### src/inc/nand_cfg_defines.svh
// Notes on behaviour
// RULE_01 - Timing field value N means N+1 cycles
// RULE_02 - Separate read and write setup/strobe/hold widths
// RULE_03 - Select-strobe bit clear runs normal strobe mode
// RULE_04 - Extended-wait bit clear inserts no wait cycles
// RULE_05 - Wait config ignored while extended wait disabled
// RULE_06 - Bus-width field zero selects 8-bit data
// RULE_07 - NAND-mode bit per space 2 to 5
// RULE_08 - ECC-start bit per space, set before data
// RULE_09 - Programmable turnaround between read and write
// RULE_10 - Host issues command, address, data as accesses
// RULE_11 - Turnaround keeps write drive off read data
// RULE_12 - Config regs 32-bit RW, used next access
`ifndef NAND_CFG_DEFINES_SVH
`define NAND_CFG_DEFINES_SVH

// Register byte offsets
`define OFS_WAIT_CFG 8'h04
`define OFS_ASYNC_CFG0 8'h10
`define ASYNC_CFG_MASK 8'hF3
`define OFS_NAND_CTL 8'h60
`define OFS_STATUS 8'h64
`define OFS_XFER_WR 8'h80
`define OFS_XFER_RD 8'h84
`define OFS_RD_DATA 8'h88

// Reset values and writable-bit masks
`define RST_WAIT_CFG 32'hF0E40080
`define MASK_WAIT_CFG 32'hF0FF00FF
`define RST_ASYNC_CFG 32'h3FFFFFFC
`define RST_NAND_CTL 32'h00000000
`define MASK_NAND_CTL 32'h00000F0F

// Field positions
`define NAND_EN_LSB 0
`define ECC_START_LSB 8
`define WAIT_MAX_LSB 0
`define WAIT_MAP_LSB 16
`define WAIT_POL_LSB 28

// Encodings
`define BUS_WIDTH_8BIT 2'h0
`define RESP_OKAY 2'h0
`define RESP_SLVERR 2'h2

`endif

### src/inc/nand_cfg_pkg.sv
package nand_cfg_pkg;

  typedef enum logic [2:0] {
    ST_IDLE, ST_TURN, ST_SETUP, ST_STROBE, ST_XWAIT, ST_HOLD
  } engine_state_e;

  // One chip-select space configuration word
  typedef struct packed {
    logic ss;
    logic extended_wait_enable;
    logic [3:0] w_setup;
    logic [5:0] w_strobe;
    logic [2:0] w_hold;
    logic [3:0] r_setup;
    logic [5:0] r_strobe;
    logic [2:0] r_hold;
    logic [1:0] turnaround_cycles;
    logic [1:0] bus_width_select;
  } async_cfg_s;

  // Word software writes to queue one external access
  typedef struct packed {
    logic [1:0] space;
    logic [13:0] addr;
    logic [15:0] data;
  } xfer_word_s;

  typedef struct packed {
    logic is_read;
    xfer_word_s w;
  } xfer_s;

  typedef struct packed {
    logic [3:0] cs_n;
    logic oe_n;
    logic we_n;
    logic [1:0] data_oe;
    logic [13:0] addr;
    logic [15:0] dout;
  } pin_s;

  typedef struct packed {
    logic [23:0] pad;
    logic rd_valid;
    logic fifo_full;
    logic fifo_empty;
    logic busy;
    logic [3:0] wait_in;
  } status_s;

endpackage

### src/design/cycle_timer.sv
module cycle_timer #(
  parameter int W = 8
) (
  input wire logic aclk, // Controller clock
  input wire logic aresetn, // Sync reset, active low
  input wire logic load, // Start a new phase
  input wire logic [W-1:0] value, // Phase length minus one
  output logic done // Last cycle of the phase
);
  logic [W-1:0] cnt_reg;

  // Down counter, reaching zero marks the final cycle
  always_ff @(posedge aclk) begin
    if (!aresetn) begin
      cnt_reg <= '0;
    end else if (load) begin
      cnt_reg <= value;
    end else if (cnt_reg != '0) begin
      cnt_reg <= cnt_reg - 1'b1;
    end
  end

  assign done = (cnt_reg == '0);
endmodule // cycle_timer

### src/design/cmd_fifo.sv
module cmd_fifo #(
  parameter int WIDTH = 35,
  parameter int DEPTH = 16
) (
  input wire logic aclk, // Controller clock
  input wire logic aresetn, // Sync reset, active low
  input wire logic in_valid, // Push request
  output logic in_ready, // Room for a word
  input wire logic [WIDTH-1:0] in_data, // Pushed word
  output logic out_valid, // Word available
  input wire logic out_ready, // Pop request
  output logic [WIDTH-1:0] out_data, // Head word
  output logic full, // No room left
  output logic empty // Nothing stored
);
  localparam int AW = $clog2(DEPTH);
  logic [WIDTH-1:0] mem [DEPTH];
  logic [AW:0] wr_ptr_reg;
  logic [AW:0] rd_ptr_reg;

  // Extra pointer bit tells full from empty; depth must be a power of two
  assign empty = (wr_ptr_reg == rd_ptr_reg);
  assign full = (wr_ptr_reg[AW] != rd_ptr_reg[AW]) &&
                (wr_ptr_reg[AW-1:0] == rd_ptr_reg[AW-1:0]);
  assign in_ready = !full;
  assign out_valid = !empty;
  assign out_data = mem[rd_ptr_reg[AW-1:0]];

  // Pointers
  always_ff @(posedge aclk) begin
    if (!aresetn) begin
      wr_ptr_reg <= '0;
      rd_ptr_reg <= '0;
    end else begin
      if (in_valid && in_ready) wr_ptr_reg <= wr_ptr_reg + 1'b1;
      if (out_valid && out_ready) rd_ptr_reg <= rd_ptr_reg + 1'b1;
    end
  end

  // Storage, no reset needed
  always_ff @(posedge aclk) begin
    if (in_valid && in_ready) mem[wr_ptr_reg[AW-1:0]] <= in_data;
  end
endmodule // cmd_fifo

### src/design/async_memory_nand_timing_config.sv
`include "nand_cfg_defines.svh"

module async_memory_nand_timing_config
  import nand_cfg_pkg::*;
#(
  parameter int FIFO_DEPTH = 16
) (
  input wire logic aclk, // 50 MHz controller clock
  input wire logic aresetn, // Sync reset, active low
  input wire logic [7:0] awaddr, // AXI write address
  input wire logic awvalid, // AXI write address valid
  output logic awready, // AXI write address ready
  input wire logic [31:0] wdata, // AXI write data
  input wire logic [3:0] wstrb, // AXI byte strobes
  input wire logic wvalid, // AXI write data valid
  output logic wready, // AXI write data ready
  output logic [1:0] bresp, // AXI write response
  output logic bvalid, // AXI write response valid
  input wire logic bready, // AXI write response ready
  input wire logic [7:0] araddr, // AXI read address
  input wire logic arvalid, // AXI read address valid
  output logic arready, // AXI read address ready
  output logic [31:0] rdata, // AXI read data
  output logic [1:0] rresp, // AXI read response
  output logic rvalid, // AXI read data valid
  input wire logic rready, // AXI read data ready
  output logic [3:0] external_chip_select_n, // Spaces 2 to 5, low active
  output logic external_output_enable_n, // Read strobe, low active
  output logic external_write_enable_n, // Write strobe, low active
  output logic [13:0] ext_addr, // External address
  output logic [15:0] ext_data_out, // External data driven
  output logic [1:0] ext_data_oe, // Per byte lane drive enable
  input wire logic [15:0] ext_data_in, // External data sampled
  input wire logic [3:0] external_wait_input, // Wait pins 2 to 5
  output logic [3:0] nand_mode, // NAND mode per space
  output logic [3:0] ecc_active // ECC start per NAND space
);
  logic [31:0] wait_cfg_reg;
  logic [31:0] async_cfg_reg [4];
  logic [31:0] nand_ctl_reg;
  logic aw_full_reg, w_full_reg, bvalid_reg, rvalid_reg;
  logic [7:0] aw_addr_reg;
  logic [31:0] w_data_reg, rdata_reg;
  logic [3:0] w_strb_reg;
  logic [1:0] bresp_reg, rresp_reg;
  logic wr_is_xfer, wr_mapped, wr_go, fifo_in_valid, fifo_in_ready;
  logic fifo_out_valid, fifo_full, fifo_empty, pop, timer_done, timer_load;
  logic [31:0] wr_mask, rd_mux;
  logic rd_mapped, rd_take, last_read_reg, wait_act, rd_valid_reg;
  xfer_s fifo_in, fifo_out, cur_reg, cur_next;
  async_cfg_s cfg_reg, cfg_next;
  engine_state_e state_reg, state_next;
  logic [7:0] timer_val, phase_cnt_reg;
  logic [15:0] rd_data_reg;
  pin_s pin_reg, pin_next;
  status_s status;

  // AXI write channels: capture address and data in either order
  assign awready = !aw_full_reg;
  assign wready = !w_full_reg;
  assign wr_is_xfer = (aw_addr_reg == `OFS_XFER_WR) || (aw_addr_reg == `OFS_XFER_RD);
  assign wr_mapped = wr_is_xfer || (aw_addr_reg == `OFS_WAIT_CFG) ||
                     ((aw_addr_reg & `ASYNC_CFG_MASK) == `OFS_ASYNC_CFG0) ||
                     (aw_addr_reg == `OFS_NAND_CTL) || (aw_addr_reg == `OFS_STATUS) ||
                     (aw_addr_reg == `OFS_RD_DATA);
  // A full queue holds the write open, so back-pressure reaches the master
  assign fifo_in_valid = aw_full_reg && w_full_reg && !bvalid_reg && wr_is_xfer;
  assign wr_go = aw_full_reg && w_full_reg && !bvalid_reg && (!wr_is_xfer || fifo_in_ready);
  assign fifo_in = '{is_read: (aw_addr_reg == `OFS_XFER_RD), w: xfer_word_s'(w_data_reg)};

  always_comb begin
    for (int b = 0; b < 4; b++) wr_mask[b*8 +: 8] = {8{w_strb_reg[b]}};
  end

  always_ff @(posedge aclk) begin
    if (!aresetn) begin
      aw_full_reg <= 1'b0;
      aw_addr_reg <= 8'h00;
    end else if (wr_go) begin
      aw_full_reg <= 1'b0;
    end else if (awvalid && awready) begin
      aw_full_reg <= 1'b1;
      aw_addr_reg <= awaddr;
    end
  end

  always_ff @(posedge aclk) begin
    if (!aresetn) begin
      w_full_reg <= 1'b0;
      w_data_reg <= 32'h00000000;
      w_strb_reg <= 4'h0;
    end else if (wr_go) begin
      w_full_reg <= 1'b0;
    end else if (wvalid && wready) begin
      w_full_reg <= 1'b1;
      w_data_reg <= wdata;
      w_strb_reg <= wstrb;
    end
  end

  // Response follows both halves; unmapped offsets answer SLVERR
  always_ff @(posedge aclk) begin
    if (!aresetn) begin
      bvalid_reg <= 1'b0;
      bresp_reg <= `RESP_OKAY;
    end else if (wr_go) begin
      bvalid_reg <= 1'b1;
      bresp_reg <= wr_mapped ? `RESP_OKAY : `RESP_SLVERR;
    end else if (bready) begin
      bvalid_reg <= 1'b0;
    end
  end
  assign bvalid = bvalid_reg;
  assign bresp = bresp_reg;

  // Configuration registers, byte lanes honoured, reserved bits stay zero
  always_ff @(posedge aclk) begin
    if (!aresetn) begin
      wait_cfg_reg <= `RST_WAIT_CFG;
      nand_ctl_reg <= `RST_NAND_CTL;
    end else if (wr_go) begin
      if (aw_addr_reg == `OFS_WAIT_CFG)
        wait_cfg_reg <= ((wait_cfg_reg & ~wr_mask) | (w_data_reg & wr_mask)) & `MASK_WAIT_CFG;
      if (aw_addr_reg == `OFS_NAND_CTL) // RULE_07 RULE_08 RULE_12
        nand_ctl_reg <= ((nand_ctl_reg & ~wr_mask) | (w_data_reg & wr_mask)) & `MASK_NAND_CTL;
    end
  end

  for (genvar i = 0; i < 4; i++) begin : g_space
    always_ff @(posedge aclk) begin
      if (!aresetn) begin
        async_cfg_reg[i] <= `RST_ASYNC_CFG;
      end else if (wr_go && (aw_addr_reg == (`OFS_ASYNC_CFG0 + 8'(4 * i)))) begin
        async_cfg_reg[i] <= (async_cfg_reg[i] & ~wr_mask) | (w_data_reg & wr_mask); // RULE_12
      end
    end
  end

  // NAND mode and ECC start handed to the NAND datapath per space
  assign nand_mode = nand_ctl_reg[`NAND_EN_LSB +: 4]; // RULE_07
  assign ecc_active = nand_mode & nand_ctl_reg[`ECC_START_LSB +: 4]; // RULE_08

  // Read mux over the register map
  assign status = '{pad: 24'h000000, rd_valid: rd_valid_reg, fifo_full: fifo_full,
                    fifo_empty: fifo_empty, busy: (state_reg != ST_IDLE) || !fifo_empty,
                    wait_in: external_wait_input};
  always_comb begin
    rd_mux = 32'h00000000;
    rd_mapped = 1'b1;
    if (araddr == `OFS_WAIT_CFG) rd_mux = wait_cfg_reg;
    else if ((araddr & `ASYNC_CFG_MASK) == `OFS_ASYNC_CFG0) rd_mux = async_cfg_reg[araddr[3:2]];
    else if (araddr == `OFS_NAND_CTL) rd_mux = nand_ctl_reg;
    else if (araddr == `OFS_STATUS) rd_mux = 32'(status);
    else if (araddr == `OFS_RD_DATA) rd_mux = {16'h0000, rd_data_reg};
    else if (araddr == `OFS_XFER_WR || araddr == `OFS_XFER_RD) rd_mux = 32'h00000000;
    else rd_mapped = 1'b0;
  end

  assign arready = !rvalid_reg;
  assign rd_take = arvalid && arready;
  always_ff @(posedge aclk) begin
    if (!aresetn) begin
      rvalid_reg <= 1'b0;
      rdata_reg <= 32'h00000000;
      rresp_reg <= `RESP_OKAY;
    end else if (rd_take) begin
      rvalid_reg <= 1'b1;
      rdata_reg <= rd_mux;
      rresp_reg <= rd_mapped ? `RESP_OKAY : `RESP_SLVERR;
    end else if (rready) begin
      rvalid_reg <= 1'b0;
    end
  end
  assign rvalid = rvalid_reg;
  assign rdata = rdata_reg;
  assign rresp = rresp_reg;

  // Queue of single external accesses; command, address and data phases
  // of a NAND operation arrive here one by one from software
  cmd_fifo #(.WIDTH($bits(xfer_s)), .DEPTH(FIFO_DEPTH)) u_fifo (
    .aclk(aclk),
    .aresetn(aresetn),
    .in_valid(fifo_in_valid),
    .in_ready(fifo_in_ready),
    .in_data(fifo_in),
    .out_valid(fifo_out_valid),
    .out_ready(pop),
    .out_data(fifo_out),
    .full(fifo_full),
    .empty(fifo_empty)
  ); // RULE_10

  // Config latched at access start, so a later write affects the next one
  assign pop = (state_reg == ST_IDLE) && fifo_out_valid;
  assign cur_next = pop ? fifo_out : cur_reg;
  assign cfg_next = pop ? async_cfg_s'(async_cfg_reg[fifo_out.w.space]) : cfg_reg; // RULE_12

  // Wait pin for this space, polarity from the wait config
  always_comb begin
    logic [1:0] pin;
    pin = wait_cfg_reg[`WAIT_MAP_LSB + 2*cur_reg.w.space +: 2];
    wait_act = (external_wait_input[pin] == wait_cfg_reg[`WAIT_POL_LSB + pin]);
  end

  // Access sequencer
  always_comb begin
    state_next = state_reg;
    unique case (state_reg)
      ST_IDLE: if (fifo_out_valid) // RULE_09 RULE_11
        state_next = (!fifo_out.is_read && last_read_reg) ? ST_TURN : ST_SETUP;
      ST_TURN: if (timer_done) state_next = ST_SETUP;
      ST_SETUP: if (timer_done) state_next = ST_STROBE;
      ST_STROBE: if (timer_done) // RULE_04 RULE_05
        state_next = (cfg_reg.extended_wait_enable && wait_act) ? ST_XWAIT : ST_HOLD;
      ST_XWAIT: if (timer_done || !wait_act) state_next = ST_HOLD;
      ST_HOLD: if (timer_done) state_next = ST_IDLE;
    endcase
  end

  // Phase lengths: field value N gives N+1 cycles
  always_comb begin
    timer_val = 8'h00;
    unique case (state_next)
      ST_TURN: timer_val = 8'(cfg_next.turnaround_cycles); // RULE_01 RULE_09
      ST_SETUP: timer_val = cur_next.is_read ? 8'(cfg_next.r_setup) : 8'(cfg_next.w_setup);
      ST_STROBE: timer_val = cur_next.is_read ? 8'(cfg_next.r_strobe) : 8'(cfg_next.w_strobe);
      ST_XWAIT: timer_val = wait_cfg_reg[`WAIT_MAX_LSB +: 8];
      ST_HOLD: timer_val = cur_next.is_read ? 8'(cfg_next.r_hold) : 8'(cfg_next.w_hold); // RULE_02
      default: timer_val = 8'h00;
    endcase
  end
  assign timer_load = (state_next != state_reg);

  cycle_timer #(.W(8)) u_timer (
    .aclk(aclk),
    .aresetn(aresetn),
    .load(timer_load),
    .value(timer_val),
    .done(timer_done)
  );

  always_ff @(posedge aclk) begin
    if (!aresetn) begin
      state_reg <= ST_IDLE;
      cur_reg <= '0;
      cfg_reg <= '0;
    end else begin
      state_reg <= state_next;
      cur_reg <= cur_next;
      cfg_reg <= cfg_next;
    end
  end

  // Remember a finished read so the next write waits out turnaround
  always_ff @(posedge aclk) begin
    if (!aresetn) last_read_reg <= 1'b0;
    else if (state_reg == ST_HOLD && timer_done) last_read_reg <= cur_reg.is_read; // RULE_11
  end

  // Read data sampled on the last strobe cycle; 8-bit space zero-fills
  always_ff @(posedge aclk) begin
    if (!aresetn) begin
      rd_data_reg <= 16'h0000;
      rd_valid_reg <= 1'b0;
    end else if (cur_reg.is_read && state_next == ST_HOLD && state_reg != ST_HOLD) begin
      rd_data_reg <= (cfg_reg.bus_width_select == `BUS_WIDTH_8BIT) ?
                     {8'h00, ext_data_in[7:0]} : ext_data_in;
      rd_valid_reg <= 1'b1; // Set beats a simultaneous clear
    end else if (rd_take && araddr == `OFS_RD_DATA) begin
      rd_valid_reg <= 1'b0;
    end
  end

  // Pin decode from next state, registered so pins are glitch free
  always_comb begin
    logic active, strobe;
    active = (state_next inside {ST_SETUP, ST_STROBE, ST_XWAIT, ST_HOLD});
    strobe = (state_next inside {ST_STROBE, ST_XWAIT});
    pin_next = '{cs_n: 4'hF, oe_n: 1'b1, we_n: 1'b1, data_oe: 2'h0,
                 addr: cur_next.w.addr, dout: cur_next.w.data};
    // Normal mode holds select across setup to hold; NAND spaces always do
    if (active && (!cfg_next.ss || nand_mode[cur_next.w.space] || strobe)) // RULE_03
      pin_next.cs_n[cur_next.w.space] = 1'b0;
    pin_next.oe_n = !(strobe && cur_next.is_read);
    pin_next.we_n = !(strobe && !cur_next.is_read);
    if (active && !cur_next.is_read) // RULE_06
      pin_next.data_oe = (cfg_next.bus_width_select == `BUS_WIDTH_8BIT) ? 2'h1 : 2'h3;
  end

  always_ff @(posedge aclk) begin
    if (!aresetn) pin_reg <= '{cs_n: 4'hF, oe_n: 1'b1, we_n: 1'b1, data_oe: 2'h0,
                               addr: 14'h0000, dout: 16'h0000};
    else pin_reg <= pin_next;
  end
  assign external_chip_select_n = pin_reg.cs_n;
  assign external_output_enable_n = pin_reg.oe_n;
  assign external_write_enable_n = pin_reg.we_n;
  assign ext_addr = pin_reg.addr;
  assign ext_data_out = pin_reg.dout;
  assign ext_data_oe = pin_reg.data_oe;

  // Cycles spent in the current phase, for the checks below
  always_ff @(posedge aclk) begin
    if (!aresetn || state_next != state_reg) phase_cnt_reg <= 8'h00;
    else phase_cnt_reg <= phase_cnt_reg + 8'h01;
  end
endmodule // async_memory_nand_timing_config

### config.mk
export PLATFORM = sky130hd
export DESIGN_NAME = async_memory_nand_timing_config
export DESIGN_NICKNAME = d
export VERILOG_FILES = /design/src/inc/nand_cfg_pkg.sv /design/src/design/cycle_timer.sv /design/src/design/cmd_fifo.sv /design/src/design/async_memory_nand_timing_config.sv
export VERILOG_INCLUDE_DIRS = /design/src /design/src/inc
export SDC_FILE = /design/constraint.sdc
export NUM_CORES = 1
export LEC_CHECK = 0
export ABC_AREA = 1
export BUFFER_PORTS_ARGS = -buffer_cell sky130_fd_sc_hd__buf_2
export CAP_MARGIN = 25
export CORE_MARGIN = 3
export CORE_UTILIZATION = 58
export CTS_BUF_LIST = sky130_fd_sc_hd__clkbuf_4
export DETAILED_ROUTE_END_ITERATION = 6
export PLACE_DENSITY = 0.79
export REMOVE_ABC_BUFFERS = 1
export SYNTH_ARGS = -nofsm -noshare
export SYNTH_HDL_FRONTEND = slang
export SYNTH_HIERARCHICAL = 1
export SYNTH_SLANG_ARGS = --single-unit
### constraint.sdc
create_clock -name aclk -period 4.45 [get_ports aclk]
set_input_delay 0.2225 -clock aclk [delete_from_list [all_inputs] [get_ports aclk]]
set_output_delay 0.2225 -clock aclk [all_outputs]
set_load 0.02 [all_outputs]
==> qor.log <==
INFO  sta            final_hold_vios=0
INFO  clocking       maximum_level_of_the_cts_h_tree=4
INFO  detailed_routing route.vias.total=31900
INFO  sta            post-route-period-util=89.7%
INFO  logic_synthesis synth.cell_area=0.0386mm^2
INFO  clocking       clock_path_buffers=3
INFO  setup_path     worst-r2r-cell-count=19
INFO  sta            slew_violations=0
INFO  clocking       cts_root_buffer=sky130_fd_sc_hd__clkbuf_4
INFO  setup_path     critPathCaptureType=register
INFO  sta            fmax_achieved=251MHz
INFO  job            maxCapViolCount=0
INFO  sta            rsz0062_at_grt=no
INFO  pwr            p_leak=17.6nW
INFO  sta            worst-slew-pin-transition=1.12ns
INFO  clocking       clock_latency=1.07ns
INFO  sta            finalCriticalPeriod=3.99ns
INFO  logic_synthesis netlist_instances=3884
INFO  finish         finish.net_count=4366
INFO  clocking       cts_setup_buffers=0
INFO  logic_synthesis ys_async_sr_fraction=0%
INFO  die            fp.dieArea=0.0696mm^2
INFO  die            die_y=264um
INFO  finish         largest_reg_flops=528
INFO  logic_synthesis ys_seq_area_share=62.8%
INFO  finish         layout_common_cells=sky130_fd_sc_hd__edfxtp_1, sky130_fd_sc_hd__nand2_1, sky130_fd_sc_hd__inv_1
INFO  sta            finalClockSkew=0.0669ns
INFO  die            rows=93
INFO  logic_synthesis netlist-cell-type-count=53
INFO  detailed_routing drt-initial-drc-count=4298
INFO  finish         most_frequent_standard_cell_in_the_layout_excluding_fill_and_tap_cells=sky130_fd_sc_hd__edfxtp_1
INFO  setup_path     worst-endpoint-arrival=4.99ns
INFO  detailed_routing routed_via_density=6.00
INFO  detailed_routing drc_errors=2
INFO  die            die_width=264um
INFO  pwr            power=0.0179W
INFO  logic_synthesis main_flop_type_after_synthesis=sky130_fd_sc_hd__edfxtp_1
INFO  min_path       holdPathStages=3
INFO  finish         final.fill_count=4652
INFO  pwr            power_density=398mW/mm^2
INFO  global_route   globalRouteMet1Util=41.8%
INFO  logic_synthesis synth_enable_flop_cells=656
INFO  die            starting_utilization_of_the_core_area=59.2%
INFO  clocking       cts.reportedPaths.clkPinSlew=0.06ns
INFO  global_route   grt_busiest_layer=met2
INFO  global_route   grt.met2_usage=50.1%
INFO  clocking       tritoncts=built
INFO  global_route   grt_remaining_overflow=0
INFO  placement      dpl.hpwl=64100um
INFO  finish         fraction_of_layout_instances_using_a_drive_strength_above_1=15.2%
INFO  min_path       timing.hold.worst.class=input port to register
INFO  clocking       cts_buffers=216
INFO  detailed_routing routed_wirelength=114000um
INFO  global_route   grt_usage=32.2%
INFO  sta            slew-limit-headroom=25.3%
INFO  logic_synthesis yosys_register_bits=882
INFO  finish         synthToLayoutAreaGrowth=16.7%
INFO  setup_path     path_max_fanout=37
INFO  die            area_of_the_core=0.0652mm^2
INFO  logic_synthesis avgSynthCellArea=9.93um^2
INFO  outcome        outcome=complete, but fails checks
INFO  clocking       clock_sinks=882
INFO  logic_synthesis synth.yosys.warnings=6
INFO  clocking       ctsHoldBuffers=213
INFO  global_route   number_of_antenna_violations_at_the_first_check_in_global_routing=4
INFO  global_route   grt_first_pass_wirelength=174000um
INFO  sta            finalSetupTns=0ns
INFO  pwr            worst_ir_drop_vdd=244uV
INFO  setup_path     required=5.45ns
INFO  clocking       post_cts_resized=0
INFO  setup_path     critical_setup_path_class=register to register
INFO  placement      place.port_buffers=163
INFO  global_route   vias_in_the_first_global_route=31000
INFO  detailed_routing drtPass1Iterations=7
INFO  placement      gpl.final_weighted_congestion=1.02
INFO  global_route   maximum_number_of_pins_on_one_net_before_global_route_repair=129
INFO  detailed_routing final_antenna_net_count=0
INFO  setup_path     cp-start-kind=register
INFO  outcome        violated_checks=design-rule violations
INFO  global_route   global_routing_met3_resource_utilization=7.06%
INFO  detailed_routing routedWlPerCell=21.4um
INFO  sta            final-setup-viol-count=0
INFO  die            io-pin-count=166
[final timing paths]
check,startpoint,end,slack (ns)
setup reg to reg,register,rd_data_reg[8],0.46
setup / recovery,register,rd_data_reg[8],0.46
hold reg to reg,ext_addr[0],ext_addr[0],0.46
hold / removal,aresetn,register,0.18
[critical path, cell delays in order, from the launching register on]
cell                            delay [ns]
sky130_fd_sc_hd__dfxtp_2              0.49
sky130_fd_sc_hd__inv_2                0.20
sky130_fd_sc_hd__buf_4                0.52
sky130_fd_sc_hd__nand3_1              0.14
sky130_fd_sc_hd__nand3_1              0.11
sky130_fd_sc_hd__nand2_1              0.16
sky130_fd_sc_hd__inv_1                0.11
sky130_fd_sc_hd__nand2_1              0.05
sky130_fd_sc_hd__nand2_1              0.06
sky130_fd_sc_hd__o21ai_0              0.08
sky130_fd_sc_hd__nand2_1              0.06
sky130_fd_sc_hd__nand2_1              0.08
sky130_fd_sc_hd__inv_2                0.09
sky130_fd_sc_hd__nand2_1              0.11
sky130_fd_sc_hd__inv_2                0.17
sky130_fd_sc_hd__nand4_4              0.46
sky130_fd_sc_hd__nand2_1              0.23
sky130_fd_sc_hd__nand2_1              0.10
sky130_fd_sc_hd__nor2_1               0.15
sky130_fd_sc_hd__dlygate4sd3_1        0.55
[logic make-up after synthesis]
| kind of cell | count (synthesis) | share of synthesized area (%) |
|---|---|---|
| AO/OA/AOI/OAI | 997 | 14.8 |
| adder cells (fa/ha/maj) | 6 | 0.195 |
| flip-flops | 882 | 62.8 |
| multiplexers | 5 | 0.130 |
| buffers and inverters | 756 | 8.30 |
| XOR/XNOR | 4 | 0.0908 |
| AND/OR/NAND/NOR | 1233 | 13.6 |
| other | 1 | 0.00972 |
[per-layer routing]
metal  part of all wire [%]  up-vias
met5                      0        -
met4                    5.7        0
met3                     12      434
met2                     46     2272
met1                     37    14900
li1                       -    14300
[power by group]
group | total (W) | internal (W) | switching [W]
clock network | 0.00730 | 0.00397 | 0.00333
logic | 0.00143 | 0.000463 | 0.000966
registers | 0.00917 | 0.00895 | 0.000220
[synth_stat cells (35+ instances only)]
master                     instances  area share, %
sky130_fd_sc_hd__nor2_1          279            2.7
sky130_fd_sc_hd__nand3_1         294            3.8
sky130_fd_sc_hd__inv_1           471            4.6
sky130_fd_sc_hd__nand2_1         577            5.6
sky130_fd_sc_hd__dfxtp_1         226             12
sky130_fd_sc_hd__edfxtp_1        656             51
sky130_fd_sc_hd__buf_4            51           0.99
sky130_fd_sc_hd__a21oi_1         350            4.5
sky130_fd_sc_hd__clkbuf_1        148            1.4
sky130_fd_sc_hd__buf_2            39           0.51
sky130_fd_sc_hd__nor3_1           35           0.45
sky130_fd_sc_hd__o211ai_1        215            4.2
sky130_fd_sc_hd__o21ai_0         365            4.7
[metrics by stage]
stage          hold slack, ns  util, %  std cells  cell area (um^2)  setup slack (ns)
5_1_grt                 0.138     69.1       5323             45000             0.158
2_1_floorplan           0.301        -       3613             37200             -8.14
4_1_cts                0.0626     69.0       5319             45000             0.595
3_5_place_dp            0.449     61.1       4703             39800             0.927
6_report                0.176     69.1       5323             45000             0.458
3_3_place_gp            0.444     61.1       4703             39800              1.00
[final cells by class]
| class | count | area [um^2] | share of cell area [%] |
|---|---|---|---|
| sequential | 882 | 24200 | 53.8 |
| inverter | 484 | 1820 | 4.04 |
| clock inverter | 52 | 415 | 0.923 |
| antenna | 2 | 5.00 | 0.0111 |
| timing repair buffer | 450 | 3540 | 7.87 |
| multi-input combinational | 2247 | 11300 | 25.1 |
| clock buffer | 351 | 2640 | 5.85 |
| tap | 855 | 1070 | 2.38 |
Power figures use the tool's default switching activity.
